**config.mk**
```make
export PLATFORM = sky130hd
export DESIGN_NAME = lcst_regs
export DESIGN_NICKNAME = d
export VERILOG_FILES = /design/src/lcst_pkg.sv /design/src/lcst_regs.sv /design/src/lcst_slope_tick.sv
export VERILOG_INCLUDE_DIRS = /design/src
export SDC_FILE = /design/constraint.sdc
export NUM_CORES = 1
export LEC_CHECK = 0
export ABC_AREA = 1
export BUFFER_PORTS_ARGS = -buffer_cell sky130_fd_sc_hd__buf_4
export CORE_MARGIN = 1.5
export CORE_UTILIZATION = 46
export CTS_BUF_LIST = sky130_fd_sc_hd__clkbuf_2 sky130_fd_sc_hd__clkbuf_4 sky130_fd_sc_hd__clkbuf_8
export DETAILED_ROUTE_END_ITERATION = 7
export HOLD_SLACK_MARGIN = 0.03
export MAX_ROUTING_LAYER = met4
export PLACE_DENSITY = 0.65
export SYNTH_ARGS = -nofsm -noshare
export SYNTH_HDL_FRONTEND = slang
export SYNTH_HIERARCHICAL = 1
export SYNTH_SLANG_ARGS = --single-unit
```
**constraint.sdc**
```tcl
create_clock -name mclk -period 5.3 [get_ports mclk]
set_input_delay 0.265 -clock mclk [delete_from_list [all_inputs] [get_ports mclk]]
set_output_delay 0.265 -clock mclk [all_outputs]
set_load 0.01 [all_outputs]
```
**src/lcst_defines.svh**
```systemverilog
`ifndef LCST_DEFINES_SVH
`define LCST_DEFINES_SVH

// sub-addresses
`define LCST_ADDR_CH1_LEVEL  8'h03
`define LCST_ADDR_CH2_LEVEL  8'h04
`define LCST_ADDR_CH3_LEVEL  8'h05
`define LCST_ADDR_CH1_SLOPE  8'h06
`define LCST_ADDR_CH2_SLOPE  8'h07

// reset values
`define LCST_LEVEL_RST       8'h00
`define LCST_SLOPE_RST       8'h88
`define LCST_RANGE_RST       2'h1

// slope register fields
`define LCST_P12_LSB         0
`define LCST_P34_LSB         4
`define LCST_NIB_W           4

// selection register field holding the current range
`define LCST_RANGE_MSB       7
`define LCST_RANGE_LSB       6

// current step per range code, in microamps
`define LCST_STEP_R0_UA      16'h0032
`define LCST_STEP_R1_UA      16'h0064
`define LCST_STEP_R2_UA      16'h007D
`define LCST_STEP_R3_UA      16'h00FA

// timing
`define LCST_CLK_MHZ         20
`define LCST_PWM_CYCLE_US    53.3
`define LCST_UNIT_PWM_A      75
`define LCST_UNIT_PWM_B      125
`define LCST_UNIT_TIME_S     0.5

`endif

```
**src/lcst_pkg.sv**
```systemverilog
package lcst_pkg;

  typedef struct packed {
    logic       wr;
    logic       rd;
    logic [7:0] addr;
    logic [7:0] wdata;
  } lcst_req_t;

  typedef struct packed {
    logic       valid;
    logic [7:0] rdata;
  } lcst_rsp_t;

  typedef struct packed {
    logic [15:0] current_ua;
    logic [3:0]  phase12_code;
    logic [3:0]  phase34_code;
    logic [17:0] phase12_pwm;
    logic [17:0] phase34_pwm;
  } lcst_chan_t;

  typedef enum logic {
    LCST_TICK_IDLE,
    LCST_TICK_RUN
  } lcst_tick_st_t;

endpackage

```
**src/lcst_regs.sv**
```systemverilog
`timescale 1ns/1ps
`include "lcst_defines.svh"

module lcst_regs #(
  parameter int UNIT_PWM_CYCLES = `LCST_UNIT_PWM_A * `LCST_UNIT_PWM_B
) (
  // clock and reset
  input  wire logic         mclk,
  input  wire logic         rstn,
  input  wire logic         ce,
  input  wire logic         soft_rst,
  // register access from the serial interface
  input  lcst_pkg::lcst_req_t req,
  output lcst_pkg::lcst_rsp_t rsp,
  // selection register contents
  input  wire logic [7:0]   sel_reg,
  // per channel settings
  output lcst_pkg::lcst_chan_t ch1,
  output lcst_pkg::lcst_chan_t ch2,
  output lcst_pkg::lcst_chan_t ch3,
  // slope timebase
  output logic              pwm_tick,
  output logic              unit_tick
);

  logic [7:0] ch1_level_code;
  logic [7:0] ch2_level_code;
  logic [7:0] ch3_level_code;
  logic [7:0] ch1_slope_time_reg;
  logic [7:0] ch2_slope_time_reg;
  logic [1:0] current_range_sel;

  function automatic logic [15:0] lcst_current_ua(input logic [7:0] code, input logic [1:0] range);
    logic [15:0] step;
    step = `LCST_STEP_R1_UA;
    case (range)
      2'h0:    step = `LCST_STEP_R0_UA;
      2'h1:    step = `LCST_STEP_R1_UA;
      2'h2:    step = `LCST_STEP_R2_UA;
      2'h3:    step = `LCST_STEP_R3_UA;
      default: step = `LCST_STEP_R1_UA;
    endcase
    // 255 x 250 fits in 16 bits, so no overflow at the top range
    lcst_current_ua = 16'({8'h00, code} * step);
  endfunction

  function automatic logic [17:0] lcst_phase_pwm(input logic [3:0] code);
    lcst_phase_pwm = 18'({14'h0000, code} * 18'(UNIT_PWM_CYCLES));
  endfunction

  function automatic logic [3:0] lcst_nib(input logic [7:0] r, input int lsb);
    lcst_nib = r[lsb +: `LCST_NIB_W];
  endfunction

  // range field applies to every channel
  assign current_range_sel = sel_reg[`LCST_RANGE_MSB:`LCST_RANGE_LSB];

  // level registers, soft reset beats a same-cycle write
  always_ff @(posedge mclk or negedge rstn) begin
    if (!rstn) begin
      ch1_level_code <= `LCST_LEVEL_RST;
      ch2_level_code <= `LCST_LEVEL_RST;
      ch3_level_code <= `LCST_LEVEL_RST;
    end else if (ce) begin
      if (soft_rst) begin
        ch1_level_code <= `LCST_LEVEL_RST;
        ch2_level_code <= `LCST_LEVEL_RST;
        ch3_level_code <= `LCST_LEVEL_RST;
      end else if (req.wr) begin
        if (req.addr == `LCST_ADDR_CH1_LEVEL) ch1_level_code <= req.wdata;
        if (req.addr == `LCST_ADDR_CH2_LEVEL) ch2_level_code <= req.wdata;
        if (req.addr == `LCST_ADDR_CH3_LEVEL) ch3_level_code <= req.wdata;
      end
    end
  end

  // slope total-time registers
  always_ff @(posedge mclk or negedge rstn) begin
    if (!rstn) begin
      ch1_slope_time_reg <= `LCST_SLOPE_RST;
      ch2_slope_time_reg <= `LCST_SLOPE_RST;
    end else if (ce) begin
      if (soft_rst) begin
        ch1_slope_time_reg <= `LCST_SLOPE_RST;
        ch2_slope_time_reg <= `LCST_SLOPE_RST;
      end else if (req.wr) begin
        if (req.addr == `LCST_ADDR_CH1_SLOPE) ch1_slope_time_reg <= req.wdata;
        if (req.addr == `LCST_ADDR_CH2_SLOPE) ch2_slope_time_reg <= req.wdata;
      end
    end
  end

  // read port, unmapped addresses answer zero
  always_ff @(posedge mclk or negedge rstn) begin
    if (!rstn) begin
      rsp <= '0;
    end else if (ce) begin
      rsp.valid <= req.rd;
      if (req.rd) begin
        case (req.addr)
          `LCST_ADDR_CH1_LEVEL: rsp.rdata <= ch1_level_code;
          `LCST_ADDR_CH2_LEVEL: rsp.rdata <= ch2_level_code;
          `LCST_ADDR_CH3_LEVEL: rsp.rdata <= ch3_level_code;
          `LCST_ADDR_CH1_SLOPE: rsp.rdata <= ch1_slope_time_reg;
          `LCST_ADDR_CH2_SLOPE: rsp.rdata <= ch2_slope_time_reg;
          default:              rsp.rdata <= 8'h00;
        endcase
      end
    end
  end

  // derived settings, one cycle behind the stored registers
  always_ff @(posedge mclk or negedge rstn) begin
    if (!rstn) begin
      ch1 <= '0;
      ch2 <= '0;
      ch3 <= '0;
    end else if (ce) begin
      ch1.current_ua   <= lcst_current_ua(ch1_level_code, current_range_sel);
      ch2.current_ua   <= lcst_current_ua(ch2_level_code, current_range_sel);
      ch3.current_ua   <= lcst_current_ua(ch3_level_code, current_range_sel);
      ch1.phase12_code <= lcst_nib(ch1_slope_time_reg, `LCST_P12_LSB);
      ch1.phase34_code <= lcst_nib(ch1_slope_time_reg, `LCST_P34_LSB);
      ch1.phase12_pwm  <= lcst_phase_pwm(lcst_nib(ch1_slope_time_reg, `LCST_P12_LSB));
      ch1.phase34_pwm  <= lcst_phase_pwm(lcst_nib(ch1_slope_time_reg, `LCST_P34_LSB));
      // channel two decoded exactly as channel one
      ch2.phase12_code <= lcst_nib(ch2_slope_time_reg, `LCST_P12_LSB);
      ch2.phase34_code <= lcst_nib(ch2_slope_time_reg, `LCST_P34_LSB);
      ch2.phase12_pwm  <= lcst_phase_pwm(lcst_nib(ch2_slope_time_reg, `LCST_P12_LSB));
      ch2.phase34_pwm  <= lcst_phase_pwm(lcst_nib(ch2_slope_time_reg, `LCST_P34_LSB));
      // channel three has no slope register, so its slope fields are held at zero
      ch3.phase12_code <= 4'h0;
      ch3.phase34_code <= 4'h0;
      ch3.phase12_pwm  <= 18'h00000;
      ch3.phase34_pwm  <= 18'h00000;
    end
  end

  lcst_slope_tick #(
    .UNIT_PWM_CYCLES (UNIT_PWM_CYCLES)
  ) u_tick (
    .mclk      (mclk),
    .rstn      (rstn),
    .ce        (ce),
    .soft_rst  (soft_rst),
    .pwm_tick  (pwm_tick),
    .unit_tick (unit_tick)
  );

endmodule

```
**src/lcst_slope_tick.sv**
```systemverilog
`timescale 1ns/1ps
`include "lcst_defines.svh"

module lcst_slope_tick #(
  parameter int UNIT_PWM_CYCLES = `LCST_UNIT_PWM_A * `LCST_UNIT_PWM_B
) (
  // clock and reset
  input  wire logic mclk,
  input  wire logic rstn,
  input  wire logic ce,
  input  wire logic soft_rst,
  // ticks
  output logic      pwm_tick,
  output logic      unit_tick
);

  // nearest whole clock count to one pwm cycle
  localparam int PWM_CYCLES = $rtoi(`LCST_PWM_CYCLE_US * `LCST_CLK_MHZ + 0.5);

  logic [10:0]          pwm_cnt_q;
  logic [17:0]          unit_cnt_q;
  lcst_pkg::lcst_tick_st_t st_q;

  always_ff @(posedge mclk or negedge rstn) begin
    if (!rstn) begin
      st_q <= lcst_pkg::LCST_TICK_IDLE;
    end else if (ce) begin
      case (st_q)
        lcst_pkg::LCST_TICK_IDLE: st_q <= lcst_pkg::LCST_TICK_RUN;
        lcst_pkg::LCST_TICK_RUN:  st_q <= soft_rst ? lcst_pkg::LCST_TICK_IDLE : lcst_pkg::LCST_TICK_RUN;
        default:                  st_q <= lcst_pkg::LCST_TICK_IDLE;
      endcase
    end
  end

  // pwm cycle timebase
  always_ff @(posedge mclk or negedge rstn) begin
    if (!rstn) begin
      pwm_cnt_q <= 11'h000;
      pwm_tick  <= 1'b0;
    end else if (ce) begin
      if (soft_rst || st_q != lcst_pkg::LCST_TICK_RUN) begin
        pwm_cnt_q <= 11'h000;
        pwm_tick  <= 1'b0;
      end else if (pwm_cnt_q == 11'(PWM_CYCLES - 1)) begin
        pwm_cnt_q <= 11'h000;
        pwm_tick  <= 1'b1;
      end else begin
        pwm_cnt_q <= pwm_cnt_q + 11'h001;
        pwm_tick  <= 1'b0;
      end
    end
  end

  // one slope time unit is 75 x 125 pwm cycles
  always_ff @(posedge mclk or negedge rstn) begin
    if (!rstn) begin
      unit_cnt_q <= 18'h00000;
      unit_tick  <= 1'b0;
    end else if (ce) begin
      if (soft_rst || st_q != lcst_pkg::LCST_TICK_RUN) begin
        unit_cnt_q <= 18'h00000;
        unit_tick  <= 1'b0;
      end else if (pwm_tick && unit_cnt_q == 18'(UNIT_PWM_CYCLES - 1)) begin
        unit_cnt_q <= 18'h00000;
        unit_tick  <= 1'b1;
      end else if (pwm_tick) begin
        unit_cnt_q <= unit_cnt_q + 18'h00001;
        unit_tick  <= 1'b0;
      end else begin
        unit_tick  <= 1'b0;
      end
    end
  end

endmodule

```
* Word-level counts from Yosys, hierarchy flattened
Cells that the tools add are included.
** Cells by class
- Add/subtract/negate cells :: 2
- Multipliers :: 7
- Divide/modulo/power cells :: 0
- Order comparisons :: 0
- Equal/unequal tests :: 10
- Shift-type cells :: 0
- Mux-type cells :: 29
- Bitwise logic cells :: 1
- Reduce and logical (&&, ||, !) cells :: 17
** Operator list (number)
- $mux W8 :: 15
- $mul A4 B14 Y18 const B :: 4
- $pmux W16 S4 :: 1
- $mux W18 :: 3
- $mul A8 B16 Y16 :: 3
- $pmux W8 S5 :: 1
- $eq A8 B3 Y1 const B :: 4
- $mux W11 :: 2
- $add A18 B1 Y18 const B :: 1
- $eq A18 B14 Y1 const B :: 1
- $mux W16 :: 1
- $reduce_and A3 Y1 :: 5
- $reduce_bool A2 Y1 :: 6
- $add A11 B1 Y11 const B :: 1
- $eq A11 B11 Y1 const B :: 1
- $eq A8 B2 Y1 const B :: 1
- $mux W1 :: 5
- $eq A2 B2 Y1 const B :: 2
- $reduce_and A2 Y1 :: 2
- $reduce_bool A3 Y1 :: 1
- $eq A2 B1 Y1 const B :: 1
- $logic_not A2 Y1 :: 1
- $pmux W1 S2 :: 1
- $logic_and A1 B1 Y1 :: 1
- other kinds (2) :: 2
** Storage, ports and cells
- Flip-flop bits (word level) :: 217
- Latch bits :: 0
- Bits in writable memories :: 0
- Bits in read-only memories :: 0
- Output and inout port bits :: 191
- Word-level logic and storage cells :: 89
- Memories kept :: 0

* Depth between registers and ports, before layout
- Depth after elaboration :: 4
- Mapped depth :: 24
- Mapped depth without buffers :: 22

* Modules after synthesis
Netlist, hierarchy kept.
** By module, submodules not included
- lcst_regs :: instances 1, cells an instance 2144, area an instance 16609.7 um^2
- lcst_slope_tick :: instances 1, cells an instance 272, area an instance 2047.0 um^2

* Least setup slack after synthesis
OpenSTA, ideal clock, no wires.
- Kind :: input-to-reg
- From :: input port sel_reg[7]
- To :: register ch1[58] (netlist name)
- Library setup time :: 0.118 ns
- Data arrival time :: 4.969 ns
- Path slack :: 0.213 ns
- Stages :: 23
- Path buffers :: 3
- Path through :: clkbuf_1 > clkbuf_1 > inv_1 > ha_1 > clkbuf_1 > clkinv_1 > nand2_1 > fa_1 > fa_1 > inv_1 > fa_1 > inv_1 > fa_1 > inv_1 > ha_1 > a21oi_1 > nor2_1 > nor2_1 > o21ai_0 > nand2_1 > nand3_1 > nand3_1 > nand2_1
** On the way
- Longest elaborated chain between the ends :: 4
- Elaborated cells on any way between the ends :: 7
** RTL lines
- start, declared :: line lcst_regs.sv:16 : input wire logic [7:0] sel_reg,
- $eq A2 B2 Y1, or another cell as far along :: line lcst_regs.sv:36 : case (range)
- $pmux W16 S4 * :: line lcst_regs.sv:36
- $mux W16 * :: line lcst_regs.sv:118 : end else if (ce) begin
- $mul A8 B16 Y16 * :: line lcst_regs.sv:44 : lcst_current_ua = 16'({8'h00, code} * step);
- end, declared :: line lcst_regs.sv:18 : output lcst_pkg::lcst_chan_t ch1,
Every way passes the cells marked *; elsewhere a longest branch is shown, timed or not. The select of a mux whose other input is x is not followed.
A chain may end at the register's enable or synchronous reset.

* Worst setup path after layout
- From :: register ch1_level_code[6]
- To :: register ch1[58] (netlist name)
** On the way
- Longest elaborated chain between the ends :: 1
** RTL lines
- start, declared :: line lcst_regs.sv:26 : logic [7:0] ch1_level_code;
- start signal, assigned :: line lcst_regs.sv:61 : ch1_level_code <= `LCST_LEVEL_RST;
- start signal, assigned :: line lcst_regs.sv:66 : ch1_level_code <= `LCST_LEVEL_RST;
- start signal, assigned :: line lcst_regs.sv:70 : if (req.addr == `LCST_ADDR_CH1_LEVEL) ch1_level_code <= req.wdata;
- $mul A8 B16 Y16 :: line lcst_regs.sv:44
Every way passes these cells.

==> impl_metrics.py <==
metrics = {
    "outcome": {
        "run_status": "finished, final reports clean",
    },
    "timing": {
        "max_fclk_mhz": 231,
        "timing_worst_slew_pin_value_ns": 0.931,
        "setup_repair_after_global_routing_missed_its_margin": "no",
        "finalSetupTns_ns": 0,
        "fin_skew_ns": 0.0226,
        "final_min_period_over_clock_period_pct": 81.9,
        "slew_viol_final": 0,
        "period_needed_ns": 4.34,
        "timing.slew.headroom_pct": 37.9,
        "hold_viol": 0,
        "report.final.setup_viol": 0,
    },
    "clock_network": {
        "number_of_clock_buffers_inserted_by_tritoncts": 39,
        "cts-resized-gates": 0,
        "clkTransAtPathRegs_ns": 0.06,
        "clock_tree.root_cell": "sky130_fd_sc_hd__clkbuf_8",
        "htree_num_levels": 2,
        "clk-insertion-delay-late_ns": 0.59,
        "clock_tree.buffer_depth": 3,
        "cts_tree": "done",
        "cts_sinks": 213,
    },
    "pwr": {
        "power.leakage_nw": 11.9,
        "internal_power_mw": 4.68,
        "irDropWorstVdd_mv": 0.151,
        "power_frac_clock_pct": 21.3,
        "p_comb_share_pct": 49.9,
        "net_switching_component_of_the_power_mw": 3.42,
        "seq_power_share_pct": 28.8,
        "power.density_cell_area_nw_per_um2": 382,
        "switching_share_pct": 42.3,
    },
    "cells_and_area": {
        "sequential_cell_area_um2": 5340,
        "fin_nets": 2933,
        "layout_filler_cell_count": 3833,
        "multiInputGateArea_um2": 11300,
        "growth_of_design_area_from_synthesis_to_finish_pct": 13.7,
        "registers_with_the_most_flip_flops": "ch1 (58), ch2 (58), u_tick/unit_cnt_q (18)",
        "layout-drive-gt1-share_pct": 12.1,
        "final_cell_area_um2": 21200,
    },
    "floorplan": {
        "die-width_um": 204,
        "floorplan.core_area_um2": 39900,
        "start_util_pct": 46.7,
        "floorplan_die_area_um2": 41800,
        "rows": 73,
        "ioPinCount": 221,
        "dieHeight_um": 204,
    },
    "detailed_routing": {
        "drt-initial-drc-count": 1057,
        "viasPerCell": 5.09,
        "total_number_of_vias": 16000,
        "wirelength_um": 46100,
        "drc": 0,
        "drt-pass1-iter-count": 5,
        "final_antenna_net_count": 0,
        "detail_route.wl_per_cell_um": 14.7,
    },
    "setup_path": {
        "critPathRequiredTime_ns": 5.76,
        "critical_path_peak_fanout": 8,
        "cp-end-kind": "register",
        "crit_type": "register to register",
        "critical_path.startpoint_type": "register",
        "worst_ep_arrival_time_ns": 4.80,
    },
    "job": {
        "cap_violations": 0,
    },
    "yosys": {
        "synth-edff-count": 0,
        "synthDistinctLibCells": 44,
        "post_synthesis_area_per_instance_um2": 7.72,
        "async_flop_share_pct": 100,
        "synth_ff_type": "sky130_fd_sc_hd__dfrtp_1",
        "synth_seq_cells": 213,
        "synth-seq-area-share_pct": 28.6,
        "synthesis.instances": 2416,
        "synth_area_um2": 18700,
        "synthesis.yosys.warnings": 6,
    },
    "hold_path": {
        "min-delay-path-class": "input pin to register",
    },
    "global_route": {
        "grt-ovfl-total": 0,
        "number_of_antenna_violations_at_the_first_check_in_global_routing": 3,
        "grt_pass1_wl_um": 76500,
        "grt_use_total_pct": 23.2,
        "largest_net_degree_at_the_start_of_global_routing": 132,
        "via_count_of_the_first_global_routing_pass": 15700,
    },
    "placed_design": {
        "detailed_place.area_um2": 20300,
        "place.port_buffers": 170,
        "globalplace.congestion": 0.923,
        "dp_hpwl_um": 35500,
    },
}
-- routing by layer --
layer  up-vias  global-route usage, %  part of all wire [%]
met4         0                   7.46                   2.9
li1       7774                      -                     -
met2       452                   37.2                    47
met1      7690                   30.0                    44
met5         -                      -                     0
met3        89                   3.75                   5.9
-- kinds of logic (layout without fill, tap and decap cells) --
family | after synthesis | count (layout) | synth area share, %
XOR/XNOR | 29 | 29 | 1.36
buffers and inverters | 507 | 662 | 11.5
AO/OA/AOI/OAI | 253 | 253 | 7.63
AND/OR/NAND/NOR | 1099 | 1099 | 24.5
flip-flops | 213 | 213 | 28.6
adder cells (fa/ha/maj) | 314 | 314 | 26.4
other | 1 | 47 | 0.0201
-- stage by stage --
stage,hold WS [ns],setup WS (ns),cells,total power [mW],util [%]
2_1_floorplan,-0.0306,0.213,2459,5.07,-
3_3_place_gp,0.349,0.518,3064,6.31,50.7
3_5_place_dp,0.357,0.482,3064,6.40,50.7
4_1_cts,0.0487,0.952,3139,8.20,53.1
5_1_grt,0.0667,0.687,3142,8.89,53.1
6_report,0.0849,0.962,3142,8.10,53.1
-- critical path, stage by stage, from the launching register on --
cell and delay [ns]:
sky130_fd_sc_hd__dfrtp_1 0.53, sky130_fd_sc_hd__nand2_1 0.13, sky130_fd_sc_hd__fa_1 0.51, sky130_fd_sc_hd__fa_1 0.55
sky130_fd_sc_hd__inv_1 0.06, sky130_fd_sc_hd__fa_1 0.53, sky130_fd_sc_hd__inv_1 0.06, sky130_fd_sc_hd__fa_1 0.55
sky130_fd_sc_hd__inv_1 0.05, sky130_fd_sc_hd__ha_1 0.36, sky130_fd_sc_hd__a21oi_1 0.25, sky130_fd_sc_hd__nor2_1 0.06
sky130_fd_sc_hd__nor2_1 0.08, sky130_fd_sc_hd__o21ai_0 0.16, sky130_fd_sc_hd__nand2_1 0.13, sky130_fd_sc_hd__nand3_1 0.07
sky130_fd_sc_hd__nand3_1 0.09, sky130_fd_sc_hd__nand2_1 0.06
-- synth_stat cells (14+ instances only) --
| master | n | area share (%) |
|---|---|---|
| sky130_fd_sc_hd__ha_1 | 182 | 12 |
| sky130_fd_sc_hd__o21ai_1 | 17 | 0.46 |
| sky130_fd_sc_hd__xor2_1 | 14 | 0.66 |
| sky130_fd_sc_hd__buf_4 | 54 | 2.2 |
| sky130_fd_sc_hd__nand4_1 | 28 | 0.94 |
| sky130_fd_sc_hd__xnor2_1 | 15 | 0.70 |
| sky130_fd_sc_hd__inv_1 | 395 | 7.9 |
| sky130_fd_sc_hd__o22ai_1 | 15 | 0.50 |
| sky130_fd_sc_hd__fa_1 | 132 | 14 |
| sky130_fd_sc_hd__nor3_1 | 16 | 0.43 |
| sky130_fd_sc_hd__a21oi_1 | 62 | 1.7 |
| sky130_fd_sc_hd__nand2_1 | 713 | 14 |
| sky130_fd_sc_hd__buf_2 | 17 | 0.46 |
| sky130_fd_sc_hd__o21ai_0 | 121 | 3.2 |
| sky130_fd_sc_hd__dfrtp_1 | 209 | 28 |
| sky130_fd_sc_hd__nand3_1 | 127 | 3.4 |
| sky130_fd_sc_hd__nor2_1 | 162 | 3.3 |
| sky130_fd_sc_hd__clkbuf_1 | 23 | 0.46 |
-- cell type report --
type	count	area share, %
flip-flops and latches	213	25.2
clock inverters	3	0.307
inverters	402	7.15
clock buffers	63	3.71
repair buffers	194	7.07
multi-input cells	1739	53.5
diodes	3	0.0354
well taps	525	3.10
-- power by group through the flow --
stage	combinational, mW	clock (mW)	sequential [mW]
2_1_floorplan	2.66	0	2.41
3_3_place_gp	3.97	0	2.35
3_5_place_dp	4.04	0	2.36
4_1_cts	4.09	1.78	2.34
5_1_grt	4.66	1.85	2.38
6_report	4.04	1.73	2.33
-- path summary, 6_finish.rpt --
| kind | from | to | slack [ns] | cells after the start |
|---|---|---|---|---|
| min in group asynchronous | rstn | ch2[5] | 0.29 | 2 |
| worst min register to register | ch1[47] | ch1[47] | 0.47 | 2 |
| worst min-delay path | soft_rst | u_tick/st_q | 0.08 | 4 |
| max in group asynchronous | rstn | ch1[11] | 3.66 | 3 |
| worst max-delay path | ch1_level_code[6] | ch1[58] | 0.96 | 17 |
| worst max register to register | ch1_level_code[6] | ch1[58] | 0.96 | 17 |
-- cell usage in the layout (no fill, tap or decap), drive strengths merged --
cell type    count
xnor2           15
nand3b           3
or2             13
and2             3
nand4           28
bufinv           2
nor3            20
nor3b            1
xor2            14
dfrtp          209
fa             132
diode            3
nand3          127
clkinv           2
a21o             3
nor2           178
conb            44
buf            185
o211ai           7
dfstp            4
dlygate4sd3      9
a21oi           68
nand2          726
o22ai           15
inv            401
ha             182
clkbuf          63
a31oi            9
o21bai          12
o21ai          139
-- what timing repair did --
item                      CTS  global route
buffers inserted            0             0
hold buffers                9             0
hold endpoints to repair  108             0
No activity file was read; power rests on OpenSTA's default activity.
